[config.mk]
export PLATFORM = sky130hd
export DESIGN_NAME = uart_enables_ready
export DESIGN_NICKNAME = d
export VERILOG_FILES = /design/src/uart_ier_pkg.sv /design/src/uart_ier_ready.sv
export SDC_FILE = /design/constraint.sdc
export NUM_CORES = 1
export LEC_CHECK = 0
export ABC_AREA = 1
export BUFFER_PORTS_ARGS = -buffer_cell sky130_fd_sc_hd__buf_4
export CAP_MARGIN = 20
export CELL_PAD_IN_SITES_DETAIL_PLACEMENT = 1
export CELL_PAD_IN_SITES_GLOBAL_PLACEMENT = 1
export CORE_UTILIZATION = 35
export CTS_CLUSTER_SIZE = 40
export DETAILED_ROUTE_END_ITERATION = 12
export HOLD_SLACK_MARGIN = 0.08
export PLACE_DENSITY = 0.74
export SETUP_SLACK_MARGIN = 0.2
export SYNTH_ARGS = -nofsm -noshare
export SYNTH_HDL_FRONTEND = slang
export SYNTH_SLANG_ARGS = --single-unit
export TNS_END_PERCENT = 30
[constraint.sdc]
create_clock -name clk_sys -period 2.3 [get_ports clk_sys]
set_clock_uncertainty 0.2 [all_clocks]
set_input_delay 0.345 -clock clk_sys [delete_from_list [all_inputs] [get_ports clk_sys]]
set_output_delay 0.345 -clock clk_sys [all_outputs]
set_load 0.02 [all_outputs]
[src/uart_ier_pkg.sv]
// Constants and carrier types for the interrupt enable and ready block.
// Assumes a host bus with a 3-bit register address and 8-bit data.
package uart_enables_pkg;

  // ----------------------------------------------------------------
  // Register map
  // ----------------------------------------------------------------
  localparam logic [2:0] ADDR_ENABLES = 3'h1;
  localparam logic [2:0] ADDR_QCR = 3'h2;
  localparam logic [2:0] ADDR_ICR = 3'h2;
  localparam logic [2:0] ADDR_LCR = 3'h5;
  localparam logic [7:0] ENABLES_RESET = 8'h00;
  localparam logic [7:0] QCR_RESET = 8'h00;

  // ----------------------------------------------------------------
  // Field positions
  // ----------------------------------------------------------------
  localparam int unsigned IE_RX_DATA = 0;
  localparam int unsigned IE_TX_EMPTY = 1;
  localparam int unsigned IE_LINE = 2;
  localparam int unsigned IE_MODEM = 3;
  localparam int unsigned IE_SLEEP = 4;
  localparam int unsigned IE_XOFF = 5;
  localparam int unsigned IE_RTS = 6;
  localparam int unsigned IE_CTS = 7;
  localparam int unsigned QC_ENABLE = 0;
  localparam int unsigned QC_RX_RESET = 1;
  localparam int unsigned QC_TX_RESET = 2;
  localparam int unsigned QC_DMA_MODE = 3;
  localparam int unsigned QC_TRIG_LSB = 6;

  // ----------------------------------------------------------------
  // Queue depth and trigger levels
  // ----------------------------------------------------------------
  localparam logic [4:0] FIFO_DEPTH = 5'h10;
  localparam logic [4:0] TRIG_LVL0 = 5'h01;
  localparam logic [4:0] TRIG_LVL1 = 5'h04;
  localparam logic [4:0] TRIG_LVL2 = 5'h08;
  localparam logic [4:0] TRIG_LVL3 = 5'h0E;

  // ----------------------------------------------------------------
  // Interrupt cause codes (low nibble of the cause register)
  // ----------------------------------------------------------------
  localparam logic [3:0] CAUSE_NONE = 4'h1;
  localparam logic [3:0] CAUSE_LINE = 4'h6;
  localparam logic [3:0] CAUSE_RX = 4'h4;
  localparam logic [3:0] CAUSE_TX = 4'h2;
  localparam logic [3:0] CAUSE_MODEM = 4'h0;
  localparam logic [3:0] CAUSE_XOFF = 4'h0;

  typedef enum logic {DMA_MODE0, DMA_MODE1} dma_mode_e;

  // Status arriving from the data path.
  typedef struct packed {
    logic [4:0] rx_fill;
    logic [4:0] tx_fill;
    logic tx_shift_empty;
    logic [3:0] rx_errors;
    logic fifo_data_error;
    logic rx_char_loaded;
    logic xoff_received;
    logic modem_change;
    logic cts_n;
    logic rts_n;
  } datapath_status_s;

  // Control delivered to the data path.
  typedef struct packed {
    logic fifo_enable;
    logic rx_fifo_reset;
    logic tx_fifo_reset;
    logic sleep_allowed;
  } datapath_ctrl_s;

endpackage : uart_enables_pkg

[src/uart_ier_ready.sv]
// Interrupt source enables, receive trigger interrupt, polled status and DMA ready pins.
// Assumes a synchronous register bus with single-cycle read and write strobes.
//
// Functional notes
// - CTS rising edge interrupts when bit 7 set.
// - RTS rising edge interrupts when bit 6 set.
// - Bit 5 gates the Xoff received interrupt.
// - Bit 4 permits sleep mode.
// - Bit 3 gates the modem status interrupt.
// - Bit 2 interrupts on each received character.
// - Bit 1 interrupts while transmit holding empty.
// - Bit 0 raises receive interrupt at trigger.
// - All enable bits reset to zero.
// - Cause register shows receive data at trigger.
// - Data ready set on load, cleared when empty.
// - FIFOs on, bits 0-3 clear: polled mode.
// - Polled line status bits report errors and emptiness.
// - DMA mode 0 ready pins follow single slots.
// - DMA mode 1 transmit interrupt on free location.
// - DMA mode 1 receive interrupt at trigger level.
// - DMA mode 1 receive ready low above trigger.
// - Trigger codes select 1, 4, 8, 14 bytes.
// - Queue control writes need enable bit set.
`timescale 1ns/1ps
`default_nettype none
module uart_enables_ready (
  input wire logic clk_sys,
  input wire logic reset_n,
  input wire logic [2:0] reg_addr,
  input wire logic [7:0] reg_wdata,
  input wire logic reg_write,
  input wire logic reg_read,
  output logic [7:0] reg_rdata,
  input wire uart_enables_pkg::datapath_status_s dp_status,
  output uart_enables_pkg::datapath_ctrl_s dp_ctrl,
  output logic polled_mode,
  output logic transmit_dma_request_n,
  output logic receive_dma_request_n,
  output logic irq
);
  import uart_enables_pkg::*;

  // ----------------------------------------------------------------
  // Reset release
  // ----------------------------------------------------------------
  logic rst_meta_q;
  logic rst_sync_q;
  always_ff @(posedge clk_sys or negedge reset_n) begin
    if (!reset_n) begin
      rst_meta_q <= 1'b0;
      rst_sync_q <= 1'b0;
    end else begin
      rst_meta_q <= 1'b1;
      rst_sync_q <= rst_meta_q;
    end
  end

  // ----------------------------------------------------------------
  // Registers
  // ----------------------------------------------------------------
  logic [7:0] interrupt_source_enables;
  logic [7:0] queue_control_register;
  logic rx_reset_q;
  logic tx_reset_q;
  logic wr_enables;
  logic wr_qcr;

  assign wr_enables = reg_write && (reg_addr == ADDR_ENABLES);
  assign wr_qcr = reg_write && (reg_addr == ADDR_QCR);

  always_ff @(posedge clk_sys or negedge rst_sync_q) begin
    if (!rst_sync_q) begin
      interrupt_source_enables <= ENABLES_RESET;
    end else if (wr_enables) begin
      interrupt_source_enables <= reg_wdata;
    end
  end

  // Writes with the enable bit clear still turn the queues off, but leave the
  // other control bits untouched.
  always_ff @(posedge clk_sys or negedge rst_sync_q) begin
    if (!rst_sync_q) begin
      queue_control_register <= QCR_RESET;
    end else if (wr_qcr) begin
      if (reg_wdata[QC_ENABLE]) begin
        queue_control_register <= {reg_wdata[7:6], 2'b00, reg_wdata[3], 3'b001};
      end else begin
        queue_control_register[QC_ENABLE] <= 1'b0;
      end
    end
  end

  // Queue resets are self-clearing one-cycle pulses.
  always_ff @(posedge clk_sys or negedge rst_sync_q) begin
    if (!rst_sync_q) begin
      rx_reset_q <= 1'b0;
      tx_reset_q <= 1'b0;
    end else begin
      rx_reset_q <= wr_qcr && reg_wdata[QC_ENABLE] && reg_wdata[QC_RX_RESET];
      tx_reset_q <= wr_qcr && reg_wdata[QC_ENABLE] && reg_wdata[QC_TX_RESET];
    end
  end

  logic fifo_on;
  dma_mode_e dma_mode;
  logic [4:0] trigger_level;

  assign fifo_on = queue_control_register[QC_ENABLE];
  assign dma_mode = (fifo_on && queue_control_register[QC_DMA_MODE]) ? DMA_MODE1 : DMA_MODE0;

  always_comb begin
    unique case (queue_control_register[QC_TRIG_LSB +: 2])
      2'b00: trigger_level = TRIG_LVL0;
      2'b01: trigger_level = TRIG_LVL1;
      2'b10: trigger_level = TRIG_LVL2;
      2'b11: trigger_level = TRIG_LVL3;
    endcase
  end

  assign dp_ctrl = '{fifo_enable: fifo_on, rx_fifo_reset: rx_reset_q,
                     tx_fifo_reset: tx_reset_q,
                     sleep_allowed: interrupt_source_enables[IE_SLEEP]};

  // ----------------------------------------------------------------
  // Receive and transmit levels
  // ----------------------------------------------------------------
  logic rx_any;
  logic rx_at_trigger;
  logic rx_above_trigger;
  logic tx_has_room;
  logic tx_empty;

  assign rx_any = dp_status.rx_fill != 5'h00;
  // Without queues the holding register acts as a one-deep queue with trigger one.
  assign rx_at_trigger = fifo_on ? (dp_status.rx_fill >= trigger_level) : rx_any;
  assign rx_above_trigger = dp_status.rx_fill > trigger_level;
  assign tx_has_room = fifo_on ? (dp_status.tx_fill < FIFO_DEPTH) : (dp_status.tx_fill == 5'h00);
  assign tx_empty = dp_status.tx_fill == 5'h00;

  // ----------------------------------------------------------------
  // Sticky edge events
  // ----------------------------------------------------------------
  logic cts_n_q;
  logic rts_n_q;
  logic cts_rise;
  logic rts_rise;
  logic cts_evt_q;
  logic rts_evt_q;
  logic xoff_evt_q;
  logic line_evt_q;
  logic rd_cause;

  assign rd_cause = reg_read && (reg_addr == ADDR_ICR);
  assign cts_rise = dp_status.cts_n && !cts_n_q;
  assign rts_rise = dp_status.rts_n && !rts_n_q;

  always_ff @(posedge clk_sys or negedge rst_sync_q) begin
    if (!rst_sync_q) begin
      cts_n_q <= 1'b1;
      rts_n_q <= 1'b1;
    end else begin
      cts_n_q <= dp_status.cts_n;
      rts_n_q <= dp_status.rts_n;
    end
  end

  // Events are cleared by reading the cause register; a new event in the
  // same cycle wins so that no edge is lost.
  always_ff @(posedge clk_sys or negedge rst_sync_q) begin
    if (!rst_sync_q) begin
      cts_evt_q <= 1'b0;
      rts_evt_q <= 1'b0;
      xoff_evt_q <= 1'b0;
    end else begin
      cts_evt_q <= cts_rise || (cts_evt_q && !rd_cause);
      rts_evt_q <= rts_rise || (rts_evt_q && !rd_cause);
      xoff_evt_q <= dp_status.xoff_received || (xoff_evt_q && !rd_cause);
    end
  end

  // Line interrupt is cleared by reading the line condition register.
  always_ff @(posedge clk_sys or negedge rst_sync_q) begin
    if (!rst_sync_q) begin
      line_evt_q <= 1'b0;
    end else begin
      line_evt_q <= dp_status.rx_char_loaded ||
                    (line_evt_q && !(reg_read && reg_addr == ADDR_LCR));
    end
  end

  // ----------------------------------------------------------------
  // Pending sources
  // ----------------------------------------------------------------
  logic pend_line;
  logic pend_rx;
  logic pend_tx;
  logic pend_modem;
  logic pend_xoff;
  logic pend_flow;

  assign pend_line = interrupt_source_enables[IE_LINE] && line_evt_q;
  assign pend_rx = interrupt_source_enables[IE_RX_DATA] && rx_at_trigger;
  assign pend_tx = interrupt_source_enables[IE_TX_EMPTY] &&
                   ((dma_mode == DMA_MODE1) ? tx_has_room : tx_empty);
  assign pend_modem = interrupt_source_enables[IE_MODEM] && dp_status.modem_change;
  assign pend_xoff = interrupt_source_enables[IE_XOFF] && xoff_evt_q;
  assign pend_flow = (interrupt_source_enables[IE_CTS] && cts_evt_q) ||
                     (interrupt_source_enables[IE_RTS] && rts_evt_q);

  // Sleep enable is not an interrupt source and never raises the line.
  assign irq = pend_line || pend_rx || pend_tx || pend_modem || pend_xoff || pend_flow;

  assign polled_mode = fifo_on && (interrupt_source_enables[3:0] == 4'h0);

  // ----------------------------------------------------------------
  // Cause and line condition registers
  // ----------------------------------------------------------------
  logic [3:0] cause_code;
  logic [7:0] interrupt_cause_register;
  logic [7:0] line_condition_register;

  always_comb begin
    if (pend_line) begin
      cause_code = CAUSE_LINE;
    end else if (pend_rx) begin
      cause_code = CAUSE_RX;
    end else if (pend_tx) begin
      cause_code = CAUSE_TX;
    end else if (pend_modem || pend_xoff || pend_flow) begin
      cause_code = CAUSE_MODEM;
    end else begin
      cause_code = CAUSE_NONE;
    end
  end

  assign interrupt_cause_register = {{2{fifo_on}}, 2'b00, cause_code};

  assign line_condition_register = {
    dp_status.fifo_data_error,
    tx_empty && dp_status.tx_shift_empty,
    tx_empty,
    dp_status.rx_errors,
    rx_any
  };

  always_ff @(posedge clk_sys or negedge rst_sync_q) begin
    if (!rst_sync_q) begin
      reg_rdata <= 8'h00;
    end else if (reg_read) begin
      unique case (reg_addr)
        ADDR_ENABLES: reg_rdata <= interrupt_source_enables;
        ADDR_ICR: reg_rdata <= interrupt_cause_register;
        ADDR_LCR: reg_rdata <= line_condition_register;
        default: reg_rdata <= 8'h00;
      endcase
    end
  end

  // ----------------------------------------------------------------
  // DMA ready pins
  // ----------------------------------------------------------------
  logic rx_ready_hold_q;

  // In mode 1 the receive request latches at the trigger and holds until the
  // queue drains, which covers the span above the trigger level.
  always_ff @(posedge clk_sys or negedge rst_sync_q) begin
    if (!rst_sync_q) begin
      rx_ready_hold_q <= 1'b0;
    end else if (!rx_any) begin
      rx_ready_hold_q <= 1'b0;
    end else if (rx_at_trigger) begin
      rx_ready_hold_q <= 1'b1;
    end
  end

  always_ff @(posedge clk_sys or negedge rst_sync_q) begin
    if (!rst_sync_q) begin
      transmit_dma_request_n <= 1'b1;
      receive_dma_request_n <= 1'b1;
    end else if (dma_mode == DMA_MODE1) begin
      transmit_dma_request_n <= !tx_has_room;
      receive_dma_request_n <=
        !(rx_any && (rx_ready_hold_q || rx_above_trigger || rx_at_trigger));
    end else begin
      transmit_dma_request_n <= !tx_empty;
      receive_dma_request_n <= !rx_any;
    end
  end

endmodule : uart_enables_ready
`default_nettype wire

; ---- Word level (Yosys, flattened, before mapping)
; Index checks and enable logic that the tools add are counted.
[totals]
ff_bits = 33
input_bits = 36
out_inout_bits = 16
wordCells = 93
[classes]
magnitude_cmp = 3
n_eq_ne = 7
mux = 15
n_reduce_logical = 51
[op_table]
columns = op, n
row1 = logical AND 1 bit, 24
row2 = case mux 8 bit (3 select lines), 1
row3 = case mux 5 bit (4 select lines), 1
row4 = logical OR 1 bit, 14
row5 = 2-to-1 mux 1 bit, 10
row6 = logical NOT 1 bit, 8
row7 = 2-to-1 mux 4 bit, 2
row8 = >= comparator 5 bit, 1
row9 = greater-than comparator 5 bit, 1
row10 = logical NOT 5 bit, 1
row11 = < comparator 5 bit (second input constant), 1
row12 = nonzero test 5 bit, 1
row13 = equality test 2 bit (second input constant), 2
row14 = logical NOT 4 bit, 1
row15 = equality test 3 x 1 -> 1 bit (second input constant), 1
row16 = equality test 3 x 2 -> 1 bit (second input constant), 1
row17 = equality test 3 bit (second input constant), 1
row18 = equality test 2 x 1 -> 1 bit (second input constant), 1
row19 = logical NOT 2 bit, 1
row20 = 2-to-1 mux 2 bit, 1
row21 = inequality test 2 x 1 -> 1 bit (second input constant), 1
row22 = AND reduction 2 bit, 1

; ---- Longest topological paths before layout
[logic_depth]
depth_word = 10
depth_mapped = 14
mapped_depth_nobuf = 14

; ---- Worst setup path before layout
; OpenSTA, ideal clock, no wires.
[synth_timing]
path_kind = register to output
start = register queue_control_register[6]
end = output port irq
arrival_ns = 1.536
t_required_ns = 1.755
path_slack_ns = 0.219
path_stages_with_launch = 10
path_buffers = 0
cell_sequence = dfrtp_1 inv_1 ha_1 a21oi_1 nand2_1 nand2_1 nand2_1 nand2_2 nand2_2 or3b_1
[synth_between]
elab_chain_cells = 10
word_cells_on_any_way = 13
cone_classes = order compare (1) / eq/ne (3) / mux (2) / reduce/logical (7)
[synth_lines]
columns = element, line_no
row1 = "start, declared", uart_ier_ready.sv:62  ; logic [7:0] queue_control_register;
row2 = "start signal, assigned", uart_ier_ready.sv:86  ; queue_control_register <= {reg_wdata[7:6], 2'b00, reg_wdata[3], 3'b001};
row3 = equality test 2 bit (tied with other cells), uart_ier_ready.sv:112  ; unique case (queue_control_register[QC_TRIG_LSB +: 2])
row4 = case mux 5 bit (4 select lines) *, uart_ier_ready.sv:112
row5 = >= comparator 5 bit *, uart_ier_ready.sv:135  ; assign rx_at_trigger = fifo_on ? (dp_status.rx_fill >= trigger_level) : rx_any;
row6 = 2-to-1 mux 1 bit *, uart_ier_ready.sv:135
row7 = logical AND 1 bit *, uart_ier_ready.sv:202  ; assign pend_rx = interrupt_source_enables[IE_RX_DATA] && rx_at_trigger;
row8 = logical OR 1 bit * (5 in a row), uart_ier_ready.sv:211  ; assign irq = pend_line || pend_rx || pend_tx || pend_modem || pend_xoff || pend_flow;
row9 = "end, declared", uart_ier_ready.sv:39  ; output logic irq
; Mark *: on every way between the ends. The rest lies on a longest branch, timed or not. The select of a mux whose other input is x is not followed.

; ---- Worst setup path after layout
; Same ends and word-level chain as after synthesis.

==> metrics.md <==
| Metric | Value |
|---|---|
| Core Area | 4380 sq um |
| Max Cap Viol | 0 |
| Via-to-Cell Ratio | 4.65 |
| Synthesized net count | 240 |
| Global-route layer with the greatest usage | met2 |
| Layout cells sized above 1 | 31.0% |
| Placed Instances | 298 |
| Grt met2 use | 33.0% |
| N_diodes | 0 |
| Number of global-route vias before repair | 1,588 |
| Die height | 69.8 microns |
| Largest net degree at the start of global routing | 32 |
| #FFs+latches synth | 33 |
| Met1 usage | 24.4% |
| DRT antenna net count | 0 |
| Unrepaired setup endpoints after global routing | true |
| Nets | 300 |
| DP HPWL | 3060 microns |
| # DRC | 0 |
| CTS max path bufs | 2 |
| Starting DRT DRC Count | 48 |
| PwrDens | 668 nW/um^2 |
| TritonRoute pass-1 iters | 4 |
| Routability Congestion | 0.805 |
| Period utilization | 111% |
| # setup viols final | 1 |
| Critical path required time | 1.75 ns |
| Synthesis Warnings | 0 |
| Min-Delay Path Class | reg -> async |
| Minimum clock period after layout | 2.55 ns |
| Most used DFF post-synth | dfrtp_1 |
| Overflow after GRT | 0 |
| Setup CP Type | reg -> out |
| Die Wd | 69.8 microns |
| Port Buffers | 51 |
| Startpoint class of the critical path | register |
| Top cell type's share of synthesized area | 45.2% |
| Avg Synthesized Cell Area | 8.03 sq um |
| Via count | 1,456 |
| H-Tree Depth | 2 |
| Clk root buf | clkbuf_8 |
| Mapped Area | 1610 sq um |
| P&R area growth vs syn | 38.8% |
| Die area | 4870 sq um |
| Crit end category | output pin |
| Post-synth ARST share | 100% |
| Hold Fails Final Rpt | 0 |
| Max Slew Vio Count | 0 |
| Peak Freq | 392 MHz |
| Top post-synthesis cells by count | 53 x nand2_1, 34 x inv_1, 29 x dfrtp_1 |
| Row Count | 24 |
| Number of flops mapped to enable cells by yosys | 0 |
| Register area share after synthesis | 51.7% |
| Worst slack, placed | -0.0201 ns |
| CTS clk-pin slew, worst paths | 0.07 ns |
| Initial Util | 36.6% |
| Drt total wl | 4230 microns |
| Cell variety after synth | 27 |
| Skew-Pair Late Insertion Delay | 0.28 ns |
| Peak supply drop | 0.353 mV |
| First-pass GRT wire length | 7360 microns |
| CTS tree | yes |
| Routed len/inst | 13.5 microns |
| Leakage | 1.20 nW |
| Area leader, netlist | dfrtp_1 |
| Setup WS post-layout | -0.253 ns |
| Largest cells by area after synthesis | dfrtp_1 45%, nand2_1 12%, inv_1 7.9% |
| Most frequent cell after synthesis | nand2_1 |
| Antenna violations before repair | 0 |
| Final Instance Count excl. Fillers | 313 |
| Status | finished with violations |
| Mapped Cells | 200 |
| CTS Buf Count | 5 |
| M3 GR Usage | 4.51% |
| Failing checks | negative setup slack |
| Ports | 52 |
| Filler Cell Count | 531 |
| Crit Path Max Fanout | 4 |
| Crit path DAT | 2.01 ns |
| Hold slack | 0.0672 ns |
| Sink Count | 33 |
| GRT Overall Usage | 19.5% |
## critical path: stages, from the launching register on
cell     delay (ns)
dfrtp_1        0.43
nand2_1        0.14
ha_4           0.22
nand2_1        0.07
nor2_1         0.05
nor2_1         0.11
nand2_2        0.08
nand2_2        0.07
nand2_2        0.05
or3b_4         0.38
buf_6          0.14
## placed cells by master (no fill, tap or decap), types with 2 or more instances in the layout
| cell | n |
|---|---|
| nor2_1 | 18 |
| dfrtp_1 | 29 |
| inv_2 | 2 |
| o21ai_0 | 15 |
| nand2_2 | 4 |
| nand2_1 | 52 |
| a21oi_1 | 5 |
| ha_4 | 3 |
| buf_4 | 53 |
| dlygate4sd3_1 | 5 |
| inv_1 | 33 |
| clkbuf_8 | 5 |
| dfstp_2 | 4 |
| a22oi_1 | 3 |
| nand3_2 | 2 |
| clkinv_2 | 2 |
| o21ai_1 | 2 |
| nand3_1 | 8 |
| o22ai_1 | 3 |
## kinds of logic after synthesis
group	share of synthesized area, %
buffers and inverters	10.6
other	0.233
and+or+nand+nor	23.7
AOI/OAI and AO/OA	10.7
adders and majority gates	3.12
DFF	51.7
## worst paths after layout
kind,end,cells past startpoint,slack [ns],startpoint
max,irq,10,-0.25,queue_control_register[6]$_DFFE_PN0P_
min,interrupt_source_enables[4]$_DFFE_PN0P_,1,0.07,rst_sync_q$_DFF_PN0_
max reg2reg,reg_rdata[1]$_DFFE_PN0P_,14,0.36,queue_control_register[6]$_DFFE_PN0P_
min reg2reg,interrupt_source_enables[4]$_DFFE_PN0P_,1,0.07,rst_sync_q$_DFF_PN0_
max in group asynchronous,transmit_dma_request_n$_DFF_PN1_,1,1.50,rst_sync_q$_DFF_PN0_
min in group clk_sys,tx_reset_q$_DFF_PN0_,3,0.09,reg_wdata[2]
## metrics by stage
step                area (sq um)  setup TNS (ns)  total power [W]  util, %
global route                2230          -0.382          0.00159     50.9
CTS                         2210          -0.219          0.00148     50.4
floorplan                   1610               0         0.000885        -
detailed placement          2020         -0.0201          0.00102     46.1
finish                      2230          -0.253          0.00149     50.9
global placement            2020        -0.00971          0.00101     46.1
## layout make-up
type	instances	area (sq um)	area share [%]
clock buffer	5	68.8	3.09
clock inverter	3	17.5	0.786
inverter	35	131	5.89
multi-input combinational	126	657	29.5
sequential	33	831	37.3
tap	52	65.1	2.92
timing repair buffer	59	459	20.6
## flip-flops by register name, summed over array words and instances, names as in the netlist
name	cells
cts_n_q	1
reg_rdata	8
rst_sync_q	1
rx_ready_hold_q	1
rts_evt_q	1
tx_reset_q	1
cts_evt_q	1
transmit_dma_request_n	1
interrupt_source_enables	8
line_evt_q	1
rx_reset_q	1
rst_meta_q	1
receive_dma_request_n	1
rts_n_q	1
xoff_evt_q	1
queue_control_register	4
## layer usage
metal / vias to the layer above / wire (microns)
met5: - / 0
met4: 0 / 45
met3: 4 / 164
met2: 31 / 2120
met1: 686 / 1900
li1: 735 / -
## report_power, final
group / leakage [nW] / switching (W) / internal (W)
Combinational: 0.762 / 0.000197 / 0.000171
Sequential: 0.393 / 0.0000495 / 0.000645
Clock: 0.0439 / 0.000219 / 0.000209
## timing repair
item / 4_1_cts / 5_1_grt
gates cloned: 0 / 0
pin swaps: 2 / 3
endpoints found under the setup margin: 1 / 1
buffers inserted: 1 / 1
gates resized for setup: 5 / 4
hold endpoints to repair: 6 / 0
hold buffers: 5 / 0
Note: power is estimated with default switching activity, not from simulation.
